===== config.mk =====
export PLATFORM = sky130hd
export DESIGN_NAME = pdc_powerdown_ctrl
export DESIGN_NICKNAME = d
export VERILOG_FILES = /design/src/pdc_pkg.sv /design/src/pdc_nvm_mem.sv /design/src/pdc_powerdown_ctrl.sv
export SDC_FILE = /design/constraint.sdc
export NUM_CORES = 1
export LEC_CHECK = 0
export BUFFER_PORTS_ARGS = -buffer_cell sky130_fd_sc_hd__buf_4
export CORE_MARGIN = 5
export CORE_UTILIZATION = 56
export CTS_CLUSTER_SIZE = 12
export DETAILED_ROUTE_END_ITERATION = 6
export GPL_ROUTABILITY_DRIVEN = 0
export PLACE_DENSITY_LB_ADDON = 0.05
export SLEW_MARGIN = 0
export SYNTH_ARGS = -nofsm -noshare
export SYNTH_HDL_FRONTEND = slang
export SYNTH_HIERARCHICAL = 1
export SYNTH_SLANG_ARGS = --single-unit
export TNS_END_PERCENT = 20

===== constraint.sdc =====
create_clock -name clk -period 8.2 [get_ports clk]
set_input_delay 0.82 -clock clk [delete_from_list [all_inputs] [get_ports clk]]
set_output_delay 0.82 -clock clk [all_outputs]
set_load 0.1 [all_outputs]

===== src/pdc_pkg.sv =====
package pdc_pkg;
	// register indices: printed offsets; the APB byte address of low index i is 4*i
	localparam int IDX_W = 16;
	localparam logic [IDX_W-1:0] IDX_DEVICE_CTRL = 16'h001E;
	localparam logic [IDX_W-1:0] IDX_DRV_0A = 16'h0103;
	localparam logic [IDX_W-1:0] IDX_DRV_0 = 16'h0108;
	localparam logic [IDX_W-1:0] IDX_DRV_1 = 16'h010D;
	localparam logic [IDX_W-1:0] IDX_DRV_2 = 16'h0112;
	localparam logic [IDX_W-1:0] IDX_DRV_3 = 16'h0117;
	localparam logic [IDX_W-1:0] IDX_DRV_4 = 16'h011C;
	localparam logic [IDX_W-1:0] IDX_DRV_5 = 16'h0121;
	localparam logic [IDX_W-1:0] IDX_DRV_6 = 16'h0126;
	localparam logic [IDX_W-1:0] IDX_DRV_7 = 16'h012B;
	localparam logic [IDX_W-1:0] IDX_DRV_8 = 16'h0130;
	localparam logic [IDX_W-1:0] IDX_DRV_9 = 16'h0135;
	localparam logic [IDX_W-1:0] IDX_DRV_9A = 16'h013A;
	localparam logic [IDX_W-1:0] IDX_ALL_DRV = 16'h0145;
	localparam logic [IDX_W-1:0] IDX_REF_OSC = 16'h090E;
	localparam logic [IDX_W-1:0] IDX_IN_BUF = 16'h0949;
	// page select sits at this low index on every page
	localparam logic [7:0] LOW_PAGE_SEL = 8'h01;

	localparam int NUM_DRV = 12;
	localparam int NUM_IN = 4;
	localparam int NUM_SLOT = 16;
	localparam int SLOT_W = 4;
	localparam int REG_W = 8;
	localparam int PAGE_W = 8;

	// slot numbering of the register bank and of the non-volatile image
	localparam logic [SLOT_W-1:0] SLOT_DEVICE = 4'h0;
	localparam logic [SLOT_W-1:0] SLOT_DRV_FIRST = 4'h1;
	localparam logic [SLOT_W-1:0] SLOT_ALL_DRV = 4'hD;
	localparam logic [SLOT_W-1:0] SLOT_REF_OSC = 4'hE;
	localparam logic [SLOT_W-1:0] SLOT_IN_BUF = 4'hF;

	// field positions
	localparam int BIT_DEV_PDN = 0;
	localparam int BIT_HARD_RST = 1;
	localparam int BIT_DRV_OFF = 0;
	localparam int BIT_ALL_OFF = 0;
	localparam int BIT_EXT_REF = 0;
	localparam int BIT_OSC_PWR = 1;
	localparam int IN_EN_LSB = 0;

	// storable bits per slot; everything else reads zero
	localparam logic [REG_W-1:0] MASK_DEVICE = 8'h01;
	localparam logic [REG_W-1:0] MASK_DRV = 8'h01;
	localparam logic [REG_W-1:0] MASK_ALL_DRV = 8'h01;
	localparam logic [REG_W-1:0] MASK_REF_OSC = 8'h03;
	localparam logic [REG_W-1:0] MASK_IN_BUF = 8'h0F;

	// reset values
	localparam logic [REG_W-1:0] RST_DEVICE = 8'h00;
	localparam logic [REG_W-1:0] RST_DRV = 8'h00;
	localparam logic [REG_W-1:0] RST_ALL_DRV = 8'h00;
	localparam logic [REG_W-1:0] RST_REF_OSC = 8'h02;
	localparam logic [REG_W-1:0] RST_IN_BUF = 8'h0F;
	localparam logic [PAGE_W-1:0] RST_PAGE = 8'h00;

	// default non-volatile image, slot 0 in the low byte
	localparam logic [NUM_SLOT*REG_W-1:0] NVM_DEFAULT = {RST_IN_BUF, RST_REF_OSC, RST_ALL_DRV,
		{NUM_DRV{RST_DRV}}, RST_DEVICE};

	typedef enum logic [1:0] {
		PDC_IDLE,
		PDC_LOAD,
		PDC_ALIGN
	} pdc_state_t;
endpackage


===== src/pdc_nvm_mem.sv =====
`timescale 1ns/10ps
`default_nettype none
// image of the non-volatile store; read data come out of a register
module pdc_nvm_mem #(
	parameter int WIDTH = 8,
	parameter int DEPTH = 16,
	parameter int AW = 4,
	parameter logic [WIDTH*DEPTH-1:0] INIT = '0
) (
	input wire logic clk,
	input wire logic rst,
	input wire logic [AW-1:0] addr,
	output logic [WIDTH-1:0] rdata_q
);
	logic [WIDTH-1:0] rdata_d;

	always_comb begin
		rdata_d = INIT[addr*WIDTH +: WIDTH];
	end

	always_ff @(posedge clk or posedge rst) begin
		if (rst) begin
			rdata_q <= '0;
		end else begin
			rdata_q <= rdata_d;
		end
	end
endmodule
`default_nettype wire


===== src/pdc_powerdown_ctrl.sv =====
`timescale 1ns/10ps
`default_nettype none
// Notes on behaviour
// - device_powerdown bit 1 enters low-current powerdown; 0 is normal and the default.
// - APB and all registers keep working for reads and writes during powerdown.
// - twelve drivers, each with an off bit at bit 0; 1 powers down, default 0.
// - a powered-down driver releases its pins and enables a weak pull-down.
// - all_drivers_off set powers down every driver regardless of individual bits.
// - internal_osc_power 0 powers the oscillator down; 1 is the default.
// - four input buffer enables, one per input; 0 powers down, 1 enables.
// - hard-reset bit or low reset_pin_n realigns the output clocks.
// - hard reset reloads every bank register from the non-volatile image and resets the page register to 0x00.
// - external_ref_select 0 picks crystal, oscillator as internal_osc_power sets; 1 external, oscillator off.
// - page register at low index 0x01 on every page reads and selects the page.
module pdc_powerdown_ctrl #(
	parameter int ADDR_W = 10,
	parameter logic [pdc_pkg::NUM_SLOT*pdc_pkg::REG_W-1:0] NVM_IMAGE = pdc_pkg::NVM_DEFAULT
) (
	input wire logic clk,
	input wire logic rst,
	input wire logic psel,
	input wire logic penable,
	input wire logic pwrite,
	input wire logic [ADDR_W-1:0] paddr,
	input wire logic [31:0] pwdata,
	output logic [31:0] prdata,
	output logic pready,
	output logic pslverr,
	input wire logic reset_pin_n,
	output logic device_powerdown,
	output logic [pdc_pkg::NUM_DRV-1:0] drv_off,
	output logic [pdc_pkg::NUM_DRV-1:0] drv_oe,
	output logic [pdc_pkg::NUM_DRV-1:0] drv_weak_pulldown,
	output logic internal_osc_power,
	output logic external_ref_select,
	output logic [pdc_pkg::NUM_IN-1:0] in_buf_en,
	output logic clocks_realign,
	output logic reload_busy
);
	import pdc_pkg::*;

	localparam int CNT_W = SLOT_W + 1;
	localparam logic [CNT_W-1:0] CNT_LAST = CNT_W'(NUM_SLOT);

	// map a full paged index to a bank slot
	function automatic logic [SLOT_W:0] slot_of(input logic [IDX_W-1:0] idx);
		logic [SLOT_W:0] r;
		r = '0;
		case (idx)
			IDX_DEVICE_CTRL: r = {1'b1, SLOT_DEVICE};
			IDX_DRV_0A: r = {1'b1, 4'h1};
			IDX_DRV_0: r = {1'b1, 4'h2};
			IDX_DRV_1: r = {1'b1, 4'h3};
			IDX_DRV_2: r = {1'b1, 4'h4};
			IDX_DRV_3: r = {1'b1, 4'h5};
			IDX_DRV_4: r = {1'b1, 4'h6};
			IDX_DRV_5: r = {1'b1, 4'h7};
			IDX_DRV_6: r = {1'b1, 4'h8};
			IDX_DRV_7: r = {1'b1, 4'h9};
			IDX_DRV_8: r = {1'b1, 4'hA};
			IDX_DRV_9: r = {1'b1, 4'hB};
			IDX_DRV_9A: r = {1'b1, 4'hC};
			IDX_ALL_DRV: r = {1'b1, SLOT_ALL_DRV};
			IDX_REF_OSC: r = {1'b1, SLOT_REF_OSC};
			IDX_IN_BUF: r = {1'b1, SLOT_IN_BUF};
			default: r = '0;
		endcase
		return r;
	endfunction

	function automatic logic [REG_W-1:0] mask_of(input logic [SLOT_W-1:0] s);
		logic [REG_W-1:0] m;
		m = MASK_DRV;
		if (s == SLOT_DEVICE) begin
			m = MASK_DEVICE;
		end else if (s == SLOT_ALL_DRV) begin
			m = MASK_ALL_DRV;
		end else if (s == SLOT_REF_OSC) begin
			m = MASK_REF_OSC;
		end else if (s == SLOT_IN_BUF) begin
			m = MASK_IN_BUF;
		end
		return m;
	endfunction

	pdc_state_t state_q, state_d;
	logic [CNT_W-1:0] cnt_q, cnt_d;
	logic [REG_W-1:0] bank_q [NUM_SLOT];
	logic [REG_W-1:0] bank_d [NUM_SLOT];
	logic [PAGE_W-1:0] page_q, page_d;
	logic ack_q, ack_d;
	logic err_q, err_d;
	logic [REG_W-1:0] rdata_q, rdata_d;
	logic [REG_W-1:0] nvm_rdata;
	logic [SLOT_W-1:0] nvm_addr;
	logic [IDX_W-1:0] full_idx;
	logic [SLOT_W:0] hit;
	logic is_page;
	logic wr_done;
	logic hard_req;

	logic dev_pdn_q, dev_pdn_d;
	logic [NUM_DRV-1:0] off_q, off_d;
	logic osc_q, osc_d;
	logic ext_q, ext_d;
	logic [NUM_IN-1:0] inen_q, inen_d;
	logic align_q, align_d;

	pdc_nvm_mem #(
		.WIDTH(REG_W),
		.DEPTH(NUM_SLOT),
		.AW(SLOT_W),
		.INIT(NVM_IMAGE)
	) u_nvm (
		.clk(clk),
		.rst(rst),
		.addr(nvm_addr),
		.rdata_q(nvm_rdata)
	);

	assign full_idx = {page_q, paddr[ADDR_W-1:2]};
	assign is_page = (paddr[ADDR_W-1:2] == LOW_PAGE_SEL);
	assign hit = slot_of(full_idx);
	assign wr_done = psel && penable && ack_q && pwrite;
	assign nvm_addr = cnt_q[SLOT_W-1:0];
	assign hard_req = (wr_done && hit[SLOT_W] && hit[SLOT_W-1:0] == SLOT_DEVICE && !is_page
		&& pwdata[BIT_HARD_RST]) || !reset_pin_n;

	// bus, bank and reload sequencing
	always_comb begin
		state_d = state_q;
		cnt_d = cnt_q;
		page_d = page_q;
		bank_d = bank_q;
		// answer one cycle into the access phase, never while reloading
		ack_d = psel && penable && !ack_q && state_q == PDC_IDLE && reset_pin_n;
		err_d = 1'b0;
		rdata_d = rdata_q;
		if (ack_d) begin
			err_d = !is_page && !hit[SLOT_W];
			rdata_d = '0;
			if (is_page) begin
				rdata_d = page_q;
			end else if (hit[SLOT_W]) begin
				rdata_d = bank_q[hit[SLOT_W-1:0]];
			end
		end
		if (wr_done && is_page) begin
			page_d = pwdata[PAGE_W-1:0];
		end else if (wr_done && hit[SLOT_W]) begin
			bank_d[hit[SLOT_W-1:0]] = pwdata[REG_W-1:0] & mask_of(hit[SLOT_W-1:0]);
		end
		case (state_q)
			PDC_IDLE: begin
				if (hard_req) begin
					state_d = PDC_LOAD;
					cnt_d = '0;
				end
			end
			PDC_LOAD: begin
				// image data lag the address by one cycle
				if (cnt_q != '0) begin
					bank_d[cnt_q[SLOT_W-1:0] - 4'h1] = nvm_rdata & mask_of(cnt_q[SLOT_W-1:0] - 4'h1);
				end
				if (cnt_q == CNT_LAST) begin
					bank_d[SLOT_IN_BUF] = nvm_rdata & MASK_IN_BUF;
					page_d = RST_PAGE;
					state_d = PDC_ALIGN;
				end else begin
					cnt_d = cnt_q + 1'b1;
				end
			end
			PDC_ALIGN: begin
				// a pin still held low keeps restarting the reload
				state_d = reset_pin_n ? PDC_IDLE : PDC_LOAD;
				cnt_d = '0;
			end
			default: begin
				state_d = PDC_IDLE;
			end
		endcase
	end

	always_ff @(posedge clk or posedge rst) begin
		if (rst) begin
			state_q <= PDC_IDLE;
			cnt_q <= '0;
			page_q <= RST_PAGE;
			ack_q <= 1'b0;
			err_q <= 1'b0;
			rdata_q <= '0;
			bank_q[SLOT_DEVICE] <= RST_DEVICE;
			for (int i = 1; i <= NUM_DRV; i++) begin
				bank_q[i] <= RST_DRV;
			end
			bank_q[SLOT_ALL_DRV] <= RST_ALL_DRV;
			bank_q[SLOT_REF_OSC] <= RST_REF_OSC;
			bank_q[SLOT_IN_BUF] <= RST_IN_BUF;
		end else begin
			state_q <= state_d;
			cnt_q <= cnt_d;
			page_q <= page_d;
			ack_q <= ack_d;
			err_q <= err_d;
			rdata_q <= rdata_d;
			bank_q <= bank_d;
		end
	end

	// hard-reset bit is not stored and always reads back as zero
	assign prdata = {24'h000000, rdata_q};
	assign pready = ack_q;
	assign pslverr = ack_q && err_q;

	// power controls out of the bank
	always_comb begin
		dev_pdn_d = bank_q[SLOT_DEVICE][BIT_DEV_PDN];
		for (int i = 0; i < NUM_DRV; i++) begin
			off_d[i] = bank_q[i + 1][BIT_DRV_OFF] || bank_q[SLOT_ALL_DRV][BIT_ALL_OFF];
		end
		// a powered-down device also idles its oscillator
		osc_d = bank_q[SLOT_REF_OSC][BIT_OSC_PWR] && !bank_q[SLOT_REF_OSC][BIT_EXT_REF]
			&& !bank_q[SLOT_DEVICE][BIT_DEV_PDN];
		ext_d = bank_q[SLOT_REF_OSC][BIT_EXT_REF];
		inen_d = bank_q[SLOT_IN_BUF][IN_EN_LSB +: NUM_IN];
		align_d = state_q == PDC_ALIGN;
	end

	always_ff @(posedge clk or posedge rst) begin
		if (rst) begin
			dev_pdn_q <= RST_DEVICE[BIT_DEV_PDN];
			off_q <= '0;
			osc_q <= RST_REF_OSC[BIT_OSC_PWR];
			ext_q <= RST_REF_OSC[BIT_EXT_REF];
			inen_q <= RST_IN_BUF[IN_EN_LSB +: NUM_IN];
			align_q <= 1'b0;
		end else begin
			dev_pdn_q <= dev_pdn_d;
			off_q <= off_d;
			osc_q <= osc_d;
			ext_q <= ext_d;
			inen_q <= inen_d;
			align_q <= align_d;
		end
	end

	assign device_powerdown = dev_pdn_q;
	assign drv_off = off_q;
	assign drv_oe = ~off_q;
	assign drv_weak_pulldown = off_q;
	assign internal_osc_power = osc_q;
	assign external_ref_select = ext_q;
	assign in_buf_en = inen_q;
	assign clocks_realign = align_q;
	assign reload_busy = state_q != PDC_IDLE;
endmodule
`default_nettype wire


==> results.md <==
- Initial Util: 57.3%
- Share of layout cells above drive strength 1: 15.6%
- Dpl hpwl: 16.6 mm
- Nets@finish: 996
- Setup TNS Final: 0 ns
- Overflow after GRT: 0
- Ports: 127
- Final Skew: 0.0103 ns
- Core Util, Final: 64.7%
- Max VDD drop: 0.349 mV
- First DRT Iteration DRCs: 714
- FF-to-FF path depth: 9
- # diodes: 0
- Status: complete, no violations
- Overall power: 3.63 mW
- CP Class: flop to flop
- Fin crit period: 3.92 ns
- Non-filler cells, final: 1166
- Min Hold Slack: 0.265 ns
- CTS root buffer: clkbuf_16
- Clock Sinks: 175
- Residual DRC: 0
- Final Hold Viols: 0
- Synth Instances: 887
- DR vias: 6891
- R2r setup slk: 4.28 ns
- Post-CTS Hold Buffers: 0
- CP required: 8.56 ns
- Post-synthesis area per instance: 9.85 µm²
- Largest net degree at the start of global routing: 108
- DRT Pass-1 Iters: 5
- Row cnt: 45
- DR WL/cell: 20.1 µm
- Routed WL: 23.5 mm
- Max Freq: 255 MHz
- Die footprint: 18200 µm²
- PostCTS Resize Cnt: 0
- Cell Pwr Density: 368 nW/µm²
- Synthesis-to-layout area growth: 13.0%
- Vias in the first global route: 6584
- Worst R2R End: rdata_q[1]$_DFFE_PP0P_
- Die Width: 135 µm
- Cts bufs inserted: 17
- Cell count after placement: 1134
- Slew margin rel.: 24.4%
- CTS Buffer Depth: 2
- Reg clk slew, reported paths: 0.07 ns
- Max Cap Violations: 0
- Reg2reg start: page_q[1]$_DFF_PP0_
- Crit Path Max Fanout: 43
- RSZ-0062 raised after global routing: false
- Worst slew pin tran: 1.13 ns
- Clock latency on the worst-skew pair: 0.43 ns
- Detail Route Antenna Nets: 0
- Post-CTS Setup Bufs: 0
- Core footprint: 15300 µm²
- Worst hold path class: input pin to asynchronous set/reset pin
- Crit path DAT: 4.28 ns
- Cell area after synthesis: 8740 µm²
- Final worst path period share: 47.8%
- Initial antenna violation count: 0
- Htree depth: 4
- First-pass GRT wire length: 36.3 mm
- Final setup vio count: 0
- Worst Setup End Kind: flop
- CTS tree: done
- DR vias/cell: 5.91
- Startpoint class of the critical path: flop
- Die H: 135 µm
- Static leakage: 4.45 nW
- YS warnings: 6
- I/O Buffers: 76
- Final Max Slew Viols: 0
- All-layer global routing usage: 26.0%
## metal layers
| metal | vias to the layer above | wire length (µm) | part of all wire (%) | global-route usage (%) |
|---|---|---|---|---|
| met5 | - | 0 | 0 | 0 |
| li1 | 3142 | - | - | - |
| met2 | 338 | 10500 | 45 | 39.0 |
| met4 | 0 | 672 | 2.9 | 9.50 |
| met3 | 43 | 2200 | 9.4 | 7.00 |
| met1 | 3368 | 10100 | 43 | 36.3 |
## area by class of cell
class / instances / area, µm²
multi-input cells: 643 / 3910
clock buffers: 23 / 458
well taps: 211 / 264
fillers: 1226 / 5380
clock inverters: 9 / 136
flip-flops and latches: 175 / 4390
inverters: 21 / 83.8
repair buffers: 84 / 631
## sequential cells by signal, indices dropped and copies added, names as in the netlist
signal / flops
err_q: 1
device_powerdown: 1
clocks_realign: 1
state_q: 2
cnt_q: 5
pready: 1
external_ref_select: 1
page_q: 8
bank_q: 128
rdata_q: 8
in_buf_en: 4
drv_off: 12
internal_osc_power: 1
u_nvm/rdata_q: 2
## where the power goes
group | switching, mW | leakage (nW) | internal [mW] | total, mW
clock | 0.337 | 0.282 | 0.489 | 0.826
combinational | 1.34 | 1.83 | 0.314 | 1.66
sequential | 0.142 | 2.34 | 1.01 | 1.15
## how the worst max path moves through the flow
stage | startpoint | end
floorplan | rst | bank_q[100]$_DFF_PP0_
detailed placement | paddr[2] | rdata_q[1]$_DFFE_PP0P_
global placement | paddr[2] | rdata_q[4]$_DFFE_PP0P_
CTS | page_q[1]$_DFF_PP0_ | rdata_q[1]$_DFFE_PP0P_
global route | page_q[1]$_DFF_PP0_ | rdata_q[1]$_DFFE_PP0P_
finish | page_q[1]$_DFF_PP0_ | rdata_q[1]$_DFFE_PP0P_
## cells in the final DEF, fill, tap and decap left out, drive strengths merged, types with 22 or more instances in the layout
| cell | instances |
|---|---|
| mux2i | 50 |
| nor3 | 26 |
| inv | 22 |
| nor2 | 61 |
| a21oi | 27 |
| clkbuf | 23 |
| buf | 84 |
| conb | 24 |
| nand2 | 106 |
| dfrtp | 165 |
| and2 | 113 |
| o21ai | 47 |
## worst max-delay path, stage by stage, from the launching register on
cell	delay (ns)
dfrtp_1	0.41
or4_1	0.62
or4_4	0.58
o311ai_2	0.10
or2_2	0.16
buf_4	0.54
a221oi_1	0.24
a2111oi_0	0.86
nand3_1	0.16
o21ai_1	0.16
## metrics by stage
step	worst slack, ns	area, µm²
floorplan	2.71	8820
global placement	4.02	9280
detailed placement	3.99	9280
CTS	4.33	9880
global route	3.97	9880
finish	4.28	9880
Note: power is estimated with default switching activity, not from simulation.
